$ cat src/hw/enclosure_alarm_pkg.sv
package enclosure_alarm_pkg;

  localparam longint CLK_HZ    = 50_000_000;
  localparam longint DEB_MS    = 10;
  localparam longint HOLD_MS   = 2000;
  localparam longint REP_MS    = 250;
  localparam longint SLOT_MS   = 250;
  localparam longint REVERT_S  = 60;
  localparam logic [31:0] DEB_CYC    = 32'(CLK_HZ * DEB_MS / 1000);
  localparam logic [31:0] HOLD_CYC   = 32'(CLK_HZ * HOLD_MS / 1000);
  localparam logic [31:0] REP_CYC    = 32'(CLK_HZ * REP_MS / 1000);
  localparam logic [31:0] SLOT_CYC   = 32'(CLK_HZ * SLOT_MS / 1000);
  localparam logic [31:0] REVERT_CYC = 32'(CLK_HZ * REVERT_S);

  localparam int         PEND_W       = 4;
  localparam logic [3:0] PEND_MAX     = 4'hF;
  localparam logic       RST_ALARM_EN = 1'h1;
  localparam logic [4:0] NUM_DETACHED = 5'h00;

  typedef struct packed {
    logic unrec;
    logic crit;
    logic noncrit;
    logic info;
  } err_t;

  typedef struct packed {
    logic press;
    logic tap;
    logic hold;
    logic repeat_;
  } btn_evt_t;

  typedef enum logic [2:0] {
    ST_NUMBER = 3'h1,
    ST_GROUP  = 3'h2,
    ST_EDIT   = 3'h4
  } panel_st_t;

  typedef enum logic [2:0] {
    GV_ENCLOSURE     = 3'h0,
    GV_LOOP_ID       = 3'h1,
    GV_REPORT_GROUP  = 3'h2,
    GV_ALARM_SETTING = 3'h3,
    GV_FAULT         = 3'h4
  } group_t;

  typedef struct packed {
    logic       upperLed;
    logic       lowerLed;
    logic       flash;
    logic       horn;
    logic       commEnable;
    logic       faultForward;
    logic       showNumber;
    logic       showSetting;
    logic       settingOn;
    group_t     group;
    logic [4:0] number;
  } panel_out_t;

  function automatic logic [1:0] sev_beeps(input err_t e);
    if (e.crit) return 2'h3;
    if (e.noncrit) return 2'h2;
    if (e.info) return 2'h1;
    return 2'h0;
  endfunction : sev_beeps

  function automatic group_t next_group(input group_t g);
    case (g)
      GV_ENCLOSURE:     return GV_LOOP_ID;
      GV_LOOP_ID:       return GV_REPORT_GROUP;
      GV_REPORT_GROUP:  return GV_ALARM_SETTING;
      GV_ALARM_SETTING: return GV_FAULT;
      default:          return GV_ENCLOSURE;
    endcase
  endfunction : next_group

endpackage : enclosure_alarm_pkg

$ cat src/hw/alarm_tone.sv
module alarm_tone #(
  parameter logic [31:0] SLOT_CYCLES = enclosure_alarm_pkg::SLOT_CYC
) (
  input  wire logic                      ref_clk,
  input  wire logic                      rst_n,
  input  wire logic                      enable,
  input  enclosure_alarm_pkg::err_t      sev,
  output logic                           horn
);

  typedef struct packed {
    logic [31:0] cnt;
    logic [2:0]  slot;
    logic        horn;
  } tone_state_t;

  tone_state_t s_ff;
  tone_state_t nxt_s;
  logic [1:0]  beeps;

  always_comb begin
    beeps = enclosure_alarm_pkg::sev_beeps(sev);
    nxt_s = s_ff;
    if (!enable) begin
      nxt_s = '0;
    end else begin
      if (s_ff.cnt >= SLOT_CYCLES - 32'h1) begin
        nxt_s.cnt = '0;
        nxt_s.slot = s_ff.slot + 3'h1;
      end else begin
        nxt_s.cnt = s_ff.cnt + 32'h1;
      end
      // Even slots sound, up to the beep count; every slot sounds for unrecoverable
      nxt_s.horn = sev.unrec || (!s_ff.slot[0] && s_ff.slot[2:1] < beeps);
    end
  end

  always_ff @(posedge ref_clk or negedge rst_n) begin
    if (!rst_n) begin
      s_ff <= '0;
    end else begin
      s_ff <= nxt_s;
    end
  end

  assign horn = s_ff.horn;

  a_unrec_steady: assert property (
    @(posedge ref_clk) disable iff (!rst_n)
    enable && sev.unrec |=> horn
  ) else $error("unrecoverable tone not continuous");

  a_info_once: assert property (
    @(posedge ref_clk) disable iff (!rst_n)
    enable && sev == 4'h1 && s_ff.slot[2:1] != 2'h0 |=> !horn
  ) else $error("information tone sounded more than once");

endmodule : alarm_tone

$ cat src/hw/btn_classify.sv
module btn_classify #(
  parameter logic [31:0] DEB_CYCLES  = enclosure_alarm_pkg::DEB_CYC,
  parameter logic [31:0] HOLD_CYCLES = enclosure_alarm_pkg::HOLD_CYC,
  parameter logic [31:0] REP_CYCLES  = enclosure_alarm_pkg::REP_CYC
) (
  input  wire logic                          ref_clk,
  input  wire logic                          rst_n,
  input  wire logic                          btn_n,
  output enclosure_alarm_pkg::btn_evt_t      evt
);

  typedef struct packed {
    logic [2:0]                     sync;
    logic                           down;
    logic                           held;
    logic [31:0]                    debCnt;
    logic [31:0]                    holdCnt;
    enclosure_alarm_pkg::btn_evt_t  evt;
  } btn_state_t;

  btn_state_t s_ff;
  btn_state_t nxt_s;

  always_comb begin
    nxt_s = s_ff;
    nxt_s.evt = '0;
    nxt_s.sync = {s_ff.sync[1:0], ~btn_n};
    // Debounce on agreeing second and third stages
    if (s_ff.sync[2] == s_ff.sync[1] && s_ff.sync[2] != s_ff.down) begin
      if (s_ff.debCnt >= DEB_CYCLES - 32'h1) begin
        nxt_s.debCnt = '0;
        nxt_s.down = s_ff.sync[2];
        nxt_s.holdCnt = '0;
        if (s_ff.sync[2]) begin
          nxt_s.evt.press = 1'b1;
          nxt_s.held = 1'b0;
        end else if (!s_ff.held) begin
          nxt_s.evt.tap = 1'b1;
        end
      end else begin
        nxt_s.debCnt = s_ff.debCnt + 32'h1;
      end
    end else begin
      nxt_s.debCnt = '0;
    end
    // Hold threshold, then repeat ticks
    if (s_ff.down && nxt_s.down) begin
      nxt_s.holdCnt = s_ff.holdCnt + 32'h1;
      if (!s_ff.held && s_ff.holdCnt >= HOLD_CYCLES - 32'h1) begin
        nxt_s.held = 1'b1;
        nxt_s.evt.hold = 1'b1;
        nxt_s.holdCnt = '0;
      end else if (s_ff.held && s_ff.holdCnt >= REP_CYCLES - 32'h1) begin
        nxt_s.evt.repeat_ = 1'b1;
        nxt_s.holdCnt = '0;
      end
    end
  end

  always_ff @(posedge ref_clk or negedge rst_n) begin
    if (!rst_n) begin
      s_ff <= '0;
    end else begin
      s_ff <= nxt_s;
    end
  end

  assign evt = s_ff.evt;

  a_tap_no_hold: assert property (
    @(posedge ref_clk) disable iff (!rst_n)
    s_ff.evt.tap |-> !s_ff.held && !s_ff.down
  ) else $error("tap reported after a hold");

endmodule : btn_classify

$ cat src/hw/enclosure_alarm_panel.sv
module enclosure_alarm_panel #(
  parameter logic [31:0] DEB_CYCLES    = enclosure_alarm_pkg::DEB_CYC,
  parameter logic [31:0] HOLD_CYCLES   = enclosure_alarm_pkg::HOLD_CYC,
  parameter logic [31:0] REP_CYCLES    = enclosure_alarm_pkg::REP_CYC,
  parameter logic [31:0] SLOT_CYCLES   = enclosure_alarm_pkg::SLOT_CYC,
  parameter logic [31:0] REVERT_CYCLES = enclosure_alarm_pkg::REVERT_CYC
) (
  input  wire logic                        ref_clk,
  input  wire logic                        rst_n,
  input  wire logic                        upperBtn_n,
  input  wire logic                        lowerBtn_n,
  input  enclosure_alarm_pkg::err_t        errActive,
  input  wire logic                        newError,
  input  wire logic                        reportViewed,
  input  wire logic                        addrAttached,
  input  wire logic [4:0]                  addrPos,
  output enclosure_alarm_pkg::panel_out_t  panel
);

  typedef struct packed {
    enclosure_alarm_pkg::panel_st_t  st;
    enclosure_alarm_pkg::group_t     group;
    logic                            alarmEn;
    logic                            muted;
    logic                            editVal;
    logic [3:0]                      pending;
    logic [31:0]                     revert;
    logic [5:0]                      addrS1;
    logic [5:0]                      addrS2;
    logic [5:0]                      addrS3;
    logic                            attached;
    logic [4:0]                      number;
    logic                            upperLed;
    logic                            lowerLed;
    logic                            hornEn;
    logic                            fwd;
    enclosure_alarm_pkg::err_t       sev;
  } ctl_t;

  ctl_t                           s_ff;
  ctl_t                           nxt_s;
  enclosure_alarm_pkg::btn_evt_t  up;
  enclosure_alarm_pkg::btn_evt_t  lo;
  logic                           hornOut;
  logic                           anyErr;
  logic                           anyPress;
  logic                           timeout;

  btn_classify #(
    .DEB_CYCLES  (DEB_CYCLES),
    .HOLD_CYCLES (HOLD_CYCLES),
    .REP_CYCLES  (REP_CYCLES)
  ) u_upper (
    .ref_clk (ref_clk),
    .rst_n   (rst_n),
    .btn_n   (upperBtn_n),
    .evt     (up)
  );

  btn_classify #(
    .DEB_CYCLES  (DEB_CYCLES),
    .HOLD_CYCLES (HOLD_CYCLES),
    .REP_CYCLES  (REP_CYCLES)
  ) u_lower (
    .ref_clk (ref_clk),
    .rst_n   (rst_n),
    .btn_n   (lowerBtn_n),
    .evt     (lo)
  );

  alarm_tone #(
    .SLOT_CYCLES (SLOT_CYCLES)
  ) u_tone (
    .ref_clk (ref_clk),
    .rst_n   (rst_n),
    .enable  (s_ff.hornEn),
    .sev     (s_ff.sev),
    .horn    (hornOut)
  );

  always_comb begin
    anyErr = |errActive;
    anyPress = up.press | lo.press;
    timeout = (s_ff.revert >= REVERT_CYCLES - 32'h1) && !anyPress;
    nxt_s = s_ff;

    // Address bus pins, three stage capture
    nxt_s.addrS1 = {addrAttached, addrPos};
    nxt_s.addrS2 = s_ff.addrS1;
    nxt_s.addrS3 = s_ff.addrS2;
    if (s_ff.addrS2 == s_ff.addrS3) begin
      nxt_s.attached = s_ff.addrS3[5];
      if (s_ff.addrS3[5]) begin
        nxt_s.number = s_ff.addrS3[4:0];
      end else begin
        nxt_s.number = enclosure_alarm_pkg::NUM_DETACHED;
      end
    end

    // Idle timer restarts on every press
    if (anyPress) begin
      nxt_s.revert = '0;
    end else if (!timeout) begin
      nxt_s.revert = s_ff.revert + 32'h1;
    end

    case (s_ff.st)
      enclosure_alarm_pkg::ST_NUMBER: begin
        if (lo.tap) begin
          nxt_s.st = enclosure_alarm_pkg::ST_GROUP;
          nxt_s.group = enclosure_alarm_pkg::GV_ENCLOSURE;
        end
      end
      enclosure_alarm_pkg::ST_GROUP: begin
        if (lo.tap) begin
          nxt_s.group = enclosure_alarm_pkg::next_group(s_ff.group);
        end else if (up.tap && s_ff.group == enclosure_alarm_pkg::GV_ENCLOSURE) begin
          nxt_s.st = enclosure_alarm_pkg::ST_NUMBER;
        end else if (up.hold && s_ff.group == enclosure_alarm_pkg::GV_ALARM_SETTING) begin
          nxt_s.st = enclosure_alarm_pkg::ST_EDIT;
          nxt_s.editVal = s_ff.alarmEn;
        end
      end
      enclosure_alarm_pkg::ST_EDIT: begin
        if (up.repeat_) begin
          nxt_s.editVal = !s_ff.editVal;
        end else if (up.tap) begin
          nxt_s.editVal = !s_ff.editVal;
        end
        if (lo.tap) begin
          nxt_s.alarmEn = s_ff.editVal;
          nxt_s.st = enclosure_alarm_pkg::ST_GROUP;
          nxt_s.group = enclosure_alarm_pkg::GV_ALARM_SETTING;
        end
      end
      default: begin
        nxt_s.st = enclosure_alarm_pkg::ST_NUMBER;
      end
    endcase

    // Mute toggles on each lower-button hold outside edit
    if (lo.hold && s_ff.st != enclosure_alarm_pkg::ST_EDIT) begin
      nxt_s.muted = !s_ff.muted;
    end

    // Back to enclosure number when idle with no error active
    if (timeout && !anyErr && s_ff.st != enclosure_alarm_pkg::ST_NUMBER) begin
      nxt_s.st = enclosure_alarm_pkg::ST_NUMBER;
    end

    // A new error clears mute and takes the display
    if (newError) begin
      nxt_s.muted = 1'b0;
      nxt_s.alarmEn = s_ff.alarmEn;
      nxt_s.st = enclosure_alarm_pkg::ST_GROUP;
      nxt_s.group = enclosure_alarm_pkg::GV_FAULT;
    end

    // Unviewed report count, held when arrival and view coincide
    case ({newError, reportViewed})
      2'h2: begin
        if (s_ff.pending != enclosure_alarm_pkg::PEND_MAX) begin
          nxt_s.pending = s_ff.pending + 4'h1;
        end
      end
      2'h1: begin
        if (s_ff.pending != 4'h0) begin
          nxt_s.pending = s_ff.pending - 4'h1;
        end
      end
      default: begin
        nxt_s.pending = s_ff.pending;
      end
    endcase

    nxt_s.upperLed = nxt_s.pending != 4'h0;
    nxt_s.lowerLed = nxt_s.muted || !nxt_s.alarmEn;
    nxt_s.hornEn = anyErr && nxt_s.alarmEn && !nxt_s.muted;
    nxt_s.fwd = anyErr;
    nxt_s.sev = errActive;
  end

  always_ff @(posedge ref_clk or negedge rst_n) begin
    if (!rst_n) begin
      s_ff <= '0;
      s_ff.st <= enclosure_alarm_pkg::ST_NUMBER;
      s_ff.group <= enclosure_alarm_pkg::GV_ENCLOSURE;
      s_ff.alarmEn <= enclosure_alarm_pkg::RST_ALARM_EN;
    end else begin
      s_ff <= nxt_s;
    end
  end

  always_comb begin
    panel = '0;
    panel.upperLed = s_ff.upperLed;
    panel.lowerLed = s_ff.lowerLed;
    panel.horn = hornOut;
    panel.commEnable = s_ff.attached;
    panel.faultForward = s_ff.fwd;
    panel.number = s_ff.number;
    panel.group = s_ff.group;
    panel.showNumber = s_ff.st == enclosure_alarm_pkg::ST_NUMBER;
    panel.showSetting = s_ff.st == enclosure_alarm_pkg::ST_EDIT;
    panel.settingOn = s_ff.editVal;
    panel.flash = s_ff.st == enclosure_alarm_pkg::ST_EDIT
               || (s_ff.st == enclosure_alarm_pkg::ST_GROUP
                   && s_ff.group == enclosure_alarm_pkg::GV_FAULT && s_ff.fwd);
  end

  a_led_arrival: assert property (
    @(posedge ref_clk) disable iff (!rst_n)
    newError && !reportViewed |=> panel.upperLed
  ) else $error("upper LED dark after new error");

  a_led_last_view: assert property (
    @(posedge ref_clk) disable iff (!rst_n)
    s_ff.pending == 4'h2 && reportViewed && !newError
      ##1 !newError && !reportViewed |=> panel.upperLed
  ) else $error("upper LED dark before last report viewed");

  a_led_cleared: assert property (
    @(posedge ref_clk) disable iff (!rst_n)
    s_ff.pending == 4'h1 && reportViewed && !newError |=> !panel.upperLed
  ) else $error("upper LED lit after last report viewed");

  a_lower_commit: assert property (
    @(posedge ref_clk) disable iff (!rst_n)
    s_ff.st == enclosure_alarm_pkg::ST_EDIT && lo.tap && !newError
      |=> panel.lowerLed == (s_ff.muted || !$past(s_ff.editVal))
        && s_ff.group == enclosure_alarm_pkg::GV_ALARM_SETTING && !panel.flash
  ) else $error("commit did not update lower LED or display");

  a_disabled_quiet: assert property (
    @(posedge ref_clk) disable iff (!rst_n)
    !s_ff.alarmEn ##1 !s_ff.alarmEn |-> !panel.horn
  ) else $error("horn sounded while disabled");

  a_new_unmutes: assert property (
    @(posedge ref_clk) disable iff (!rst_n)
    newError && s_ff.alarmEn |=> !s_ff.muted && !panel.lowerLed
  ) else $error("new error left alarm muted");

  a_mute_toggle: assert property (
    @(posedge ref_clk) disable iff (!rst_n)
    lo.hold && s_ff.st != enclosure_alarm_pkg::ST_EDIT && !newError
      |=> s_ff.muted != $past(s_ff.muted)
  ) else $error("hold did not toggle mute");

  a_group_step: assert property (
    @(posedge ref_clk) disable iff (!rst_n)
    lo.tap && s_ff.st == enclosure_alarm_pkg::ST_GROUP && !newError && !timeout
      |=> s_ff.group == enclosure_alarm_pkg::next_group($past(s_ff.group))
  ) else $error("group did not step");

  a_edit_enter: assert property (
    @(posedge ref_clk) disable iff (!rst_n)
    up.hold && s_ff.st == enclosure_alarm_pkg::ST_GROUP && !lo.tap && !newError
      && s_ff.group == enclosure_alarm_pkg::GV_ALARM_SETTING && !timeout
      |=> panel.flash && panel.showSetting && panel.settingOn == s_ff.alarmEn
  ) else $error("hold on alarm group did not enter edit");

  a_detached_zero: assert property (
    @(posedge ref_clk) disable iff (!rst_n)
    !addrAttached [*4] |=> panel.number == 5'h00 && !panel.commEnable
  ) else $error("detached unit not showing zero");

  a_fault_kept: assert property (
    @(posedge ref_clk) disable iff (!rst_n)
    newError |=> s_ff.group == enclosure_alarm_pkg::GV_FAULT
      && s_ff.st == enclosure_alarm_pkg::ST_GROUP
  ) else $error("fault group not shown on new error");

  a_idle_revert: assert property (
    @(posedge ref_clk) disable iff (!rst_n)
    timeout && !anyErr && !newError |=> panel.showNumber
  ) else $error("display did not return to enclosure number");

  a_lower_led_level: assert property (
    @(posedge ref_clk) disable iff (!rst_n)
    panel.lowerLed == (s_ff.muted || !s_ff.alarmEn)
  ) else $error("lower LED does not follow mute and setting");

  a_upper_led_level: assert property (
    @(posedge ref_clk) disable iff (!rst_n)
    panel.upperLed == (s_ff.pending != 4'h0)
  ) else $error("upper LED does not follow unviewed reports");

  a_pending_sat: assert property (
    @(posedge ref_clk) disable iff (!rst_n)
    s_ff.pending == enclosure_alarm_pkg::PEND_MAX && newError && !reportViewed
      |=> s_ff.pending == enclosure_alarm_pkg::PEND_MAX
  ) else $error("unviewed report count wrapped");

  a_horn_gate: assert property (
    @(posedge ref_clk) disable iff (!rst_n)
    1'b1 |=> s_ff.hornEn == ($past(anyErr) && s_ff.alarmEn && !s_ff.muted)
  ) else $error("horn enable does not follow errors, mute and setting");

  a_horn_silent: assert property (
    @(posedge ref_clk) disable iff (!rst_n)
    !s_ff.hornEn |=> !panel.horn
  ) else $error("horn sounded without enable");

  a_fwd_level: assert property (
    @(posedge ref_clk) disable iff (!rst_n)
    1'b1 |=> panel.faultForward == $past(anyErr)
  ) else $error("fault forwarding does not follow errors");

  a_edit_no_mute: assert property (
    @(posedge ref_clk) disable iff (!rst_n)
    lo.hold && s_ff.st == enclosure_alarm_pkg::ST_EDIT && !newError
      |=> s_ff.muted == $past(s_ff.muted)
  ) else $error("lower hold changed mute in edit");

  a_edit_toggle: assert property (
    @(posedge ref_clk) disable iff (!rst_n)
    s_ff.st == enclosure_alarm_pkg::ST_EDIT && (up.repeat_ || up.tap) && !newError
      |=> panel.settingOn != $past(panel.settingOn)
  ) else $error("shown setting did not advance");

  a_flash_edit: assert property (
    @(posedge ref_clk) disable iff (!rst_n)
    panel.showSetting |-> panel.flash
  ) else $error("setting shown without flashing");

  a_number_tap: assert property (
    @(posedge ref_clk) disable iff (!rst_n)
    s_ff.st == enclosure_alarm_pkg::ST_NUMBER && lo.tap && !newError
      |=> !panel.showNumber && panel.group == enclosure_alarm_pkg::GV_ENCLOSURE
  ) else $error("tap from number did not show first group");

  a_detached_number: assert property (
    @(posedge ref_clk) disable iff (!rst_n)
    !panel.commEnable |-> panel.number == enclosure_alarm_pkg::NUM_DETACHED
  ) else $error("detached unit shows a nonzero number");

  a_press_restarts: assert property (
    @(posedge ref_clk) disable iff (!rst_n)
    anyPress |=> s_ff.revert == 32'h0
  ) else $error("press did not restart idle timer");

  a_revert_hold: assert property (
    @(posedge ref_clk) disable iff (!rst_n)
    anyErr && !panel.showNumber && !up.tap |=> !panel.showNumber
  ) else $error("display returned to number with errors present");

endmodule : enclosure_alarm_panel

$ cat config.mk
export PLATFORM = sky130hd
export DESIGN_NAME = enclosure_alarm_panel
export DESIGN_NICKNAME = d
export VERILOG_FILES = /design/src/hw/enclosure_alarm_pkg.sv /design/src/hw/alarm_tone.sv /design/src/hw/btn_classify.sv /design/src/hw/enclosure_alarm_panel.sv
export SDC_FILE = /design/constraint.sdc
export NUM_CORES = 1
export LEC_CHECK = 0
export BUFFER_PORTS_ARGS = -buffer_cell sky130_fd_sc_hd__buf_2
export CORE_MARGIN = 4
export CORE_UTILIZATION = 45
export CTS_CLUSTER_DIAMETER = 50
export CTS_CLUSTER_SIZE = 14
export DETAILED_ROUTE_END_ITERATION = 6
export SLEW_MARGIN = 30
export SYNTH_ARGS = -nofsm -noshare
export SYNTH_HDL_FRONTEND = slang
export SYNTH_SLANG_ARGS = --single-unit
$ cat constraint.sdc
create_clock -name ref_clk -period 5.2 [get_ports ref_clk]
set_input_delay 0.26 -clock ref_clk [delete_from_list [all_inputs] [get_ports ref_clk]]
set_output_delay 0.26 -clock ref_clk [all_outputs]
set_load 0.01 [all_outputs]
==> impl_metrics.yaml, run 1 <==
status:
  outcome: "completed"
yosys:
  synth_flop_cell: "dfrtp_1"
  synth_edf_count: 0
  seq_area_frac_synth_pct: 51.8
  synth_warnings: 0
  synth_area_um2: 12500
  synth.distinct_cells: 76
  synth_cells: 1298
  synth_seq_cells: 258
  synthArstFlopShare_pct: 100
  avgSynthCellArea_um2: 9.61
power_and_ir_drop:
  combPwrFrac_pct: 9.0
  ir_drop_mv: 0.202
  power_density_nw_per_um2: 348
  sw_frac_of_total_pct: 25.8
  clkPwrFrac_pct: 46.3
  p_leak_nw: 6.21
  seq_power_share_pct: 44.8
  power_mw: 4.96
  p_int_mw: 3.68
  switchingPower_mw: 1.28
detailed_routing:
  drtIter0Drc: 662
  drt-vias-per-instance: 5.38
  drc: 0
  drtAntennaViolNets: 0
  wirelength_mm: 24.9
  wl_per_cell_um: 14.2
  firstDrtPassIters: 5
  vias: 9425
hold_path:
  hold_class: "in2reg"
worst_setup_path:
  crit_arrival_ns: 3.42
  cp-start-kind: "flop"
  path_max_fanout: 26
  critPathKind: "reg2reg"
  cp-end-kind: "flop"
  cp.required_ns: 5.60
finish:
  instances_no_fill: 1751
  nFillCells: 2432
  drive_gt1_share_pct: 9.21
  final_util_pct: 52.6
  layout_commonest_cell: "dfrtp_1"
  diodes: 0
  final_nets: 1382
  seq_area_um2: 6460
  syn2layout_area_growth_pct: 14.3
  multi_input_area_um2: 5670
  final_cell_mix: "dfrtp_1 (256), nor2_1 (153), nand2_1 (144), nor3_1 (67), nand3_1 (63)"
floorplan:
  core-area_um2: 27100
  die_w_um: 175
  die_y_um: 175
  start_util_pct: 46.0
  rows: 60
  ios: 33
  die_area_um2: 30500
cts:
  clk_pin_slew_ns: 0.06
  cts_buffers: 34
  cts_resized: 0
  clkLatencyLatePin_ns: 0.50
  tritoncts: "built"
  htree_num_levels: 2
  cts.sinks: 258
  cts_hold_buf: 13
  cts_setup_buffers: 0
  cts_buffer_depth: 3
  clock-root-buffer: "clkbuf_16"
place:
  place_inst: 1677
  dp_hpwl_mm: 15.7
  gp_congestion: 0.773
  port_buffers: 32
global_route:
  grt_start_max_net_pins: 159
  antenna_found_initial: 0
  grtUsageTotal_pct: 16.4
  globalRoute.totalOverflow: 0
  grt_pass1_vias: 8923
  grt_pass1_wl_mm: 43.1
timing:
  tightestPinTransition_ns: 1.01
  finClkSkew_ns: 0.0199
  fmax_ghz: 0.331
  tns_ns: 0
  rsz0062_at_grt: "false"
  maxSlewViolCount: 0
  min_period_over_period_pct: 58.0
  setup_viol: 0
  hold_viol: 0
  min_period_ns: 3.02
  maxSlewHeadroom_pct: 32.7
flow_run:
  maxCapViolations: 0
==> worst max-delay path: stages, from the launching register on <==
cell	delay (ns)
dfrtp_1	0.41
ha_1	0.25
nand4_1	0.16
a31oi_1	0.12
o31ai_1	0.30
and2_1	0.86
nand3_2	0.49
o211ai_1	0.33
==> synthesized netlist by cell type (19+ instances only) <==
master / number / area share (%)
nor3_1: 68 / 2.7
nor2_1: 154 / 4.6
xor2_1: 39 / 2.7
o211ai_1: 19 / 1.1
nor4_1: 22 / 1.1
inv_1: 46 / 1.4
o21ai_0: 35 / 1.4
nand3_1: 63 / 2.5
and2_1: 21 / 1.1
and3_1: 21 / 1.1
a21oi_1: 30 / 1.2
nand4_1: 48 / 2.4
dfrtp_1: 256 / 51
nand2_1: 144 / 4.3
clkbuf_1: 35 / 1.1
xnor2_1: 42 / 2.9
==> logic make-up (layout without fill, tap and decap cells) <==
group                      Yosys count  after routing  synth area share (%)
AOI/OAI and AO/OA                  202            202                  11.6
xor gates and xnor gates            81             81                  5.68
adders and majority gates           12             12                  1.20
buffers and inverters              112            160                  4.14
DFF                                258            258                  51.8
muxes                                8              8                 0.672
other                                1             34                0.0300
and+or+nand+nor                    624            624                  24.9
==> sequential cells by signal, indices dropped and copies added (netlist names), 3 cells and up <==
| register | count |
|---|---|
| u_lower.s_ff | 67 |
| u_upper.s_ff | 67 |
| s_ff | 52 |
| u_tone.s_ff | 35 |
| panel | 13 |
| nxt_s | 12 |
| u_upper.evt | 4 |
| u_lower.evt | 3 |
==> final timing paths <==
path	start	to	slack (ns)	depth (start not counted)
max	u_upper.s_ff[4]	u_upper.s_ff[14]	2.18	7
min	newError	s_ff[74]	0.07	2
max reg2reg	u_upper.s_ff[4]	u_upper.s_ff[14]	2.18	7
min reg2reg	nxt_s[20]	nxt_s[14]	0.34	0
max in group asynchronous	rst_n	u_lower.s_ff[13]	3.55	3
min in group asynchronous	rst_n	s_ff[32]	0.35	2
==> power by group through the flow <==
stage / logic (mW) / clock network, mW / registers, mW
2_1_floorplan: 0.370 / 0 / 2.20
3_3_place_gp: 0.435 / 0 / 2.25
3_5_place_dp: 0.442 / 0 / 2.25
4_1_cts: 0.452 / 2.37 / 2.22
5_1_grt: 0.511 / 2.46 / 2.23
6_report: 0.445 / 2.29 / 2.22
==> routing by layer <==
metal | part of all wire, % | global-route usage, %
met2 | 45 | 25.6
met3 | 3.6 | 2.78
met4 | 1.6 | 4.22
met1 | 50 | 23.8
met5 | 0 | 0
==> area by class of cell <==
| type | count | share of cell area, % |
|---|---|---|
| multi-input combinational | 961 | 39.8 |
| inverter | 46 | 1.21 |
| timing repair buffer | 53 | 2.61 |
| clock buffer | 40 | 6.41 |
| sequential | 258 | 45.3 |
| tap | 372 | 3.26 |
| clock inverter | 21 | 1.46 |
==> metrics by stage <==
step	hold WS (ns)	setup WS (ns)	area, um^2
floorplan	-0.0356	2.90	12600
global placement	0.331	1.95	13000
detailed placement	0.336	2.02	13000
CTS	0.0456	2.01	14300
global route	0.0720	2.02	14300
finish	0.0706	2.18	14300
Power figures use the tool's default switching activity.
==> run 2, diff against run 1 <==
==> constraint.sdc (replaced) <==
create_clock -name ref_clk -period 3 [get_ports ref_clk]
set_input_delay 0.15 -clock ref_clk [delete_from_list [all_inputs] [get_ports ref_clk]]
set_output_delay 0.15 -clock ref_clk [all_outputs]
set_load 0.01 [all_outputs]
==> impl_metrics.yaml, run 2 (synthesis gave the netlist of run 1 again) <==
worst_setup_path:
  critPathKind: "reg2reg"
  r2r_slack_ns: 0.34
  worst-path-buf-inv: 1
  reg2reg_depth: 7
  cp.required_ns: 3.49
  cp-end-kind: "flop"
  critical_path.max_stage_delay_ns: 0.54
  path_delay_family: "simple AND/OR/NAND/NOR gates"
  path_max_fanout: 12
  cp-start-kind: "flop"
  crit_chain: "or4_4 > o41a_1 > a311oi_1 > nand3_1 > buf_4 > nor4b_1 > a221o_1"
  slowest_stage: "or4_4"
  crit_arrival_ns: 3.15
  r2r_start: "u_lower.s_ff[33]"
  reg2reg_to: "u_lower.s_ff[6]"
finish:
  layout_commonest_cell: "dfrtp_1"
  drive_gt1_share_pct: 9.97
  final_nets: 1399
  top_regs: "u_lower.s_ff (67), u_upper.s_ff (67), s_ff (52)"
  final_cell_mix: "dfrtp_1 (256), nor2_1 (154), nand2_1 (144), nor3_1 (67), nand3_1 (63)"
  instances_no_fill: 1766
  diodes: 0
  final_util_pct: 52.8
  syn2layout_area_growth_pct: 14.7
  nFillCells: 2400
timing:
  min_period_over_period_pct: 88.7
  min_period_ns: 2.66
  tightestPinTransition_ns: 0.827
  maxSlewViolCount: 0
  finClkSkew_ns: 0.0110
  setup_viol: 0
  rsz0062_at_grt: "false"
  hold_viol: 0
  maxSlewHeadroom_pct: 44.7
  worst_slack_ns: 0.339
  fmax_ghz: 0.376
  tns_ns: 0
power_and_ir_drop:
  p_leak_nw: 6.26
  power_density_nw_per_um2: 583
  ir_drop_mv: 0.445
floorplan:
  die_w_um: 175
  start_util_pct: 46.0
  die_y_um: 175
  rows: 60
  ios: 33
  die_area_um2: 30500
  core-area_um2: 27100
detailed_routing:
  drc: 0
  drtAntennaViolNets: 0
  drt-vias-per-instance: 5.41
  wirelength_mm: 25.0
  vias: 9548
  wl_per_cell_um: 14.1
  drtIter0Drc: 624
  firstDrtPassIters: 5
cts:
  clock-root-buffer: "clkbuf_16"
  clk_pin_slew_ns: 0.06
  cts.sinks: 258
  cts_buffer_depth: 3
  tritoncts: "built"
  clkLatencyLatePin_ns: 0.55
  cts_setup_buffers: 0
  cts_buffers: 31
  cts_resized: 0
  cts_hold_buf: 14
  htree_num_levels: 1
hold_path:
  hp-start: "reportViewed"
  hold_depth: 4
  hold_class: "in2reg"
  hold_end: "s_ff[66]"
global_route:
  globalRoute.totalOverflow: 0
  grt_pass1_wl_mm: 43.6
  grtUsageTotal_pct: 16.5
  antenna_found_initial: 0
  grt_start_max_net_pins: 95
  grt_pass1_vias: 9019
place:
  place_inst: 1696
  port_buffers: 32
  post-place-ws_ns: 0.332
  gp_congestion: 0.772
  dp_hpwl_mm: 16.4
flow_run:
  maxCapViolations: 0
status:
  outcome: "completed"
-- run 2: cell types whose count changed in the layout (fill, tap and decap cells not counted), moves of 2 or more --
| cell | change |
|---|---|
| buf_4 | +18 |
| clkinv_2 | -4 |
| clkinvlp_4 | +2 |
| clkbuf_16 | -4 |
| inv_8 | +3 |
-- run 2: layer usage --
layer	GRT usage, %	vias up	wire length (um)
met3	2.35	41	866
met5	0	-	0
li1	-	4758	-
met1	24.2	4608	12500
met4	3.83	0	566
met2	26.2	141	11100
-- run 2: worst max path at each step --
stage,depth (start not counted),slack (ns),end,from
after detailed placement,7,0.33,u_lower.s_ff[6],u_lower.s_ff[33]
after CTS,7,0.32,u_lower.s_ff[6],u_lower.s_ff[33]
final,7,0.34,u_lower.s_ff[6],u_lower.s_ff[33]
after global placement,7,0.41,u_lower.s_ff[6],u_lower.s_ff[33]
after floorplan,7,0.70,u_lower.s_ff[24],u_lower.s_ff[33]
after global routing,7,0.17,u_lower.s_ff[6],u_lower.s_ff[33]
-- run 2: power breakdown --
part	leakage, nW	switching, mW	internal, mW	total (mW)
Sequential	3.41	0.188	3.66	3.84
Combinational	2.36	0.458	0.330	0.788
Clock	0.494	1.57	2.15	3.72
Total	6.26	2.22	6.13	8.35
-- run 2: area by class of cell --
| class | instances | area [um^2] | share of cell area [%] |
|---|---|---|---|
| sequential | 258 | 6460 | 45.1 |
| multi-input combinational | 961 | 5660 | 39.5 |
| clock buffer | 35 | 801 | 5.59 |
| timing repair buffer | 73 | 538 | 3.76 |
| tap | 372 | 465 | 3.25 |
| clock inverter | 21 | 228 | 1.59 |
| inverter | 46 | 173 | 1.21 |
-- run 2: through the flow --
stage          hold WS, ns  cell area [um^2]  total power, mW
4_1_cts             0.0946             14300             8.49
6_report             0.132             14300             8.35
3_3_place_gp         0.229             13200             4.68
5_1_grt              0.151             14300             8.78
2_1_floorplan       -0.146             12600             4.45
3_5_place_dp         0.234             13200             4.69
-- run 2: worst min-delay path, delay by kind of cell --
kind / cells / cell delay (ns)
compound gates: 1 / 0.07
fa+ha+maj: 1 / 0.21
simple gates: 1 / 0.06
buf+inv: 1 / 0.13
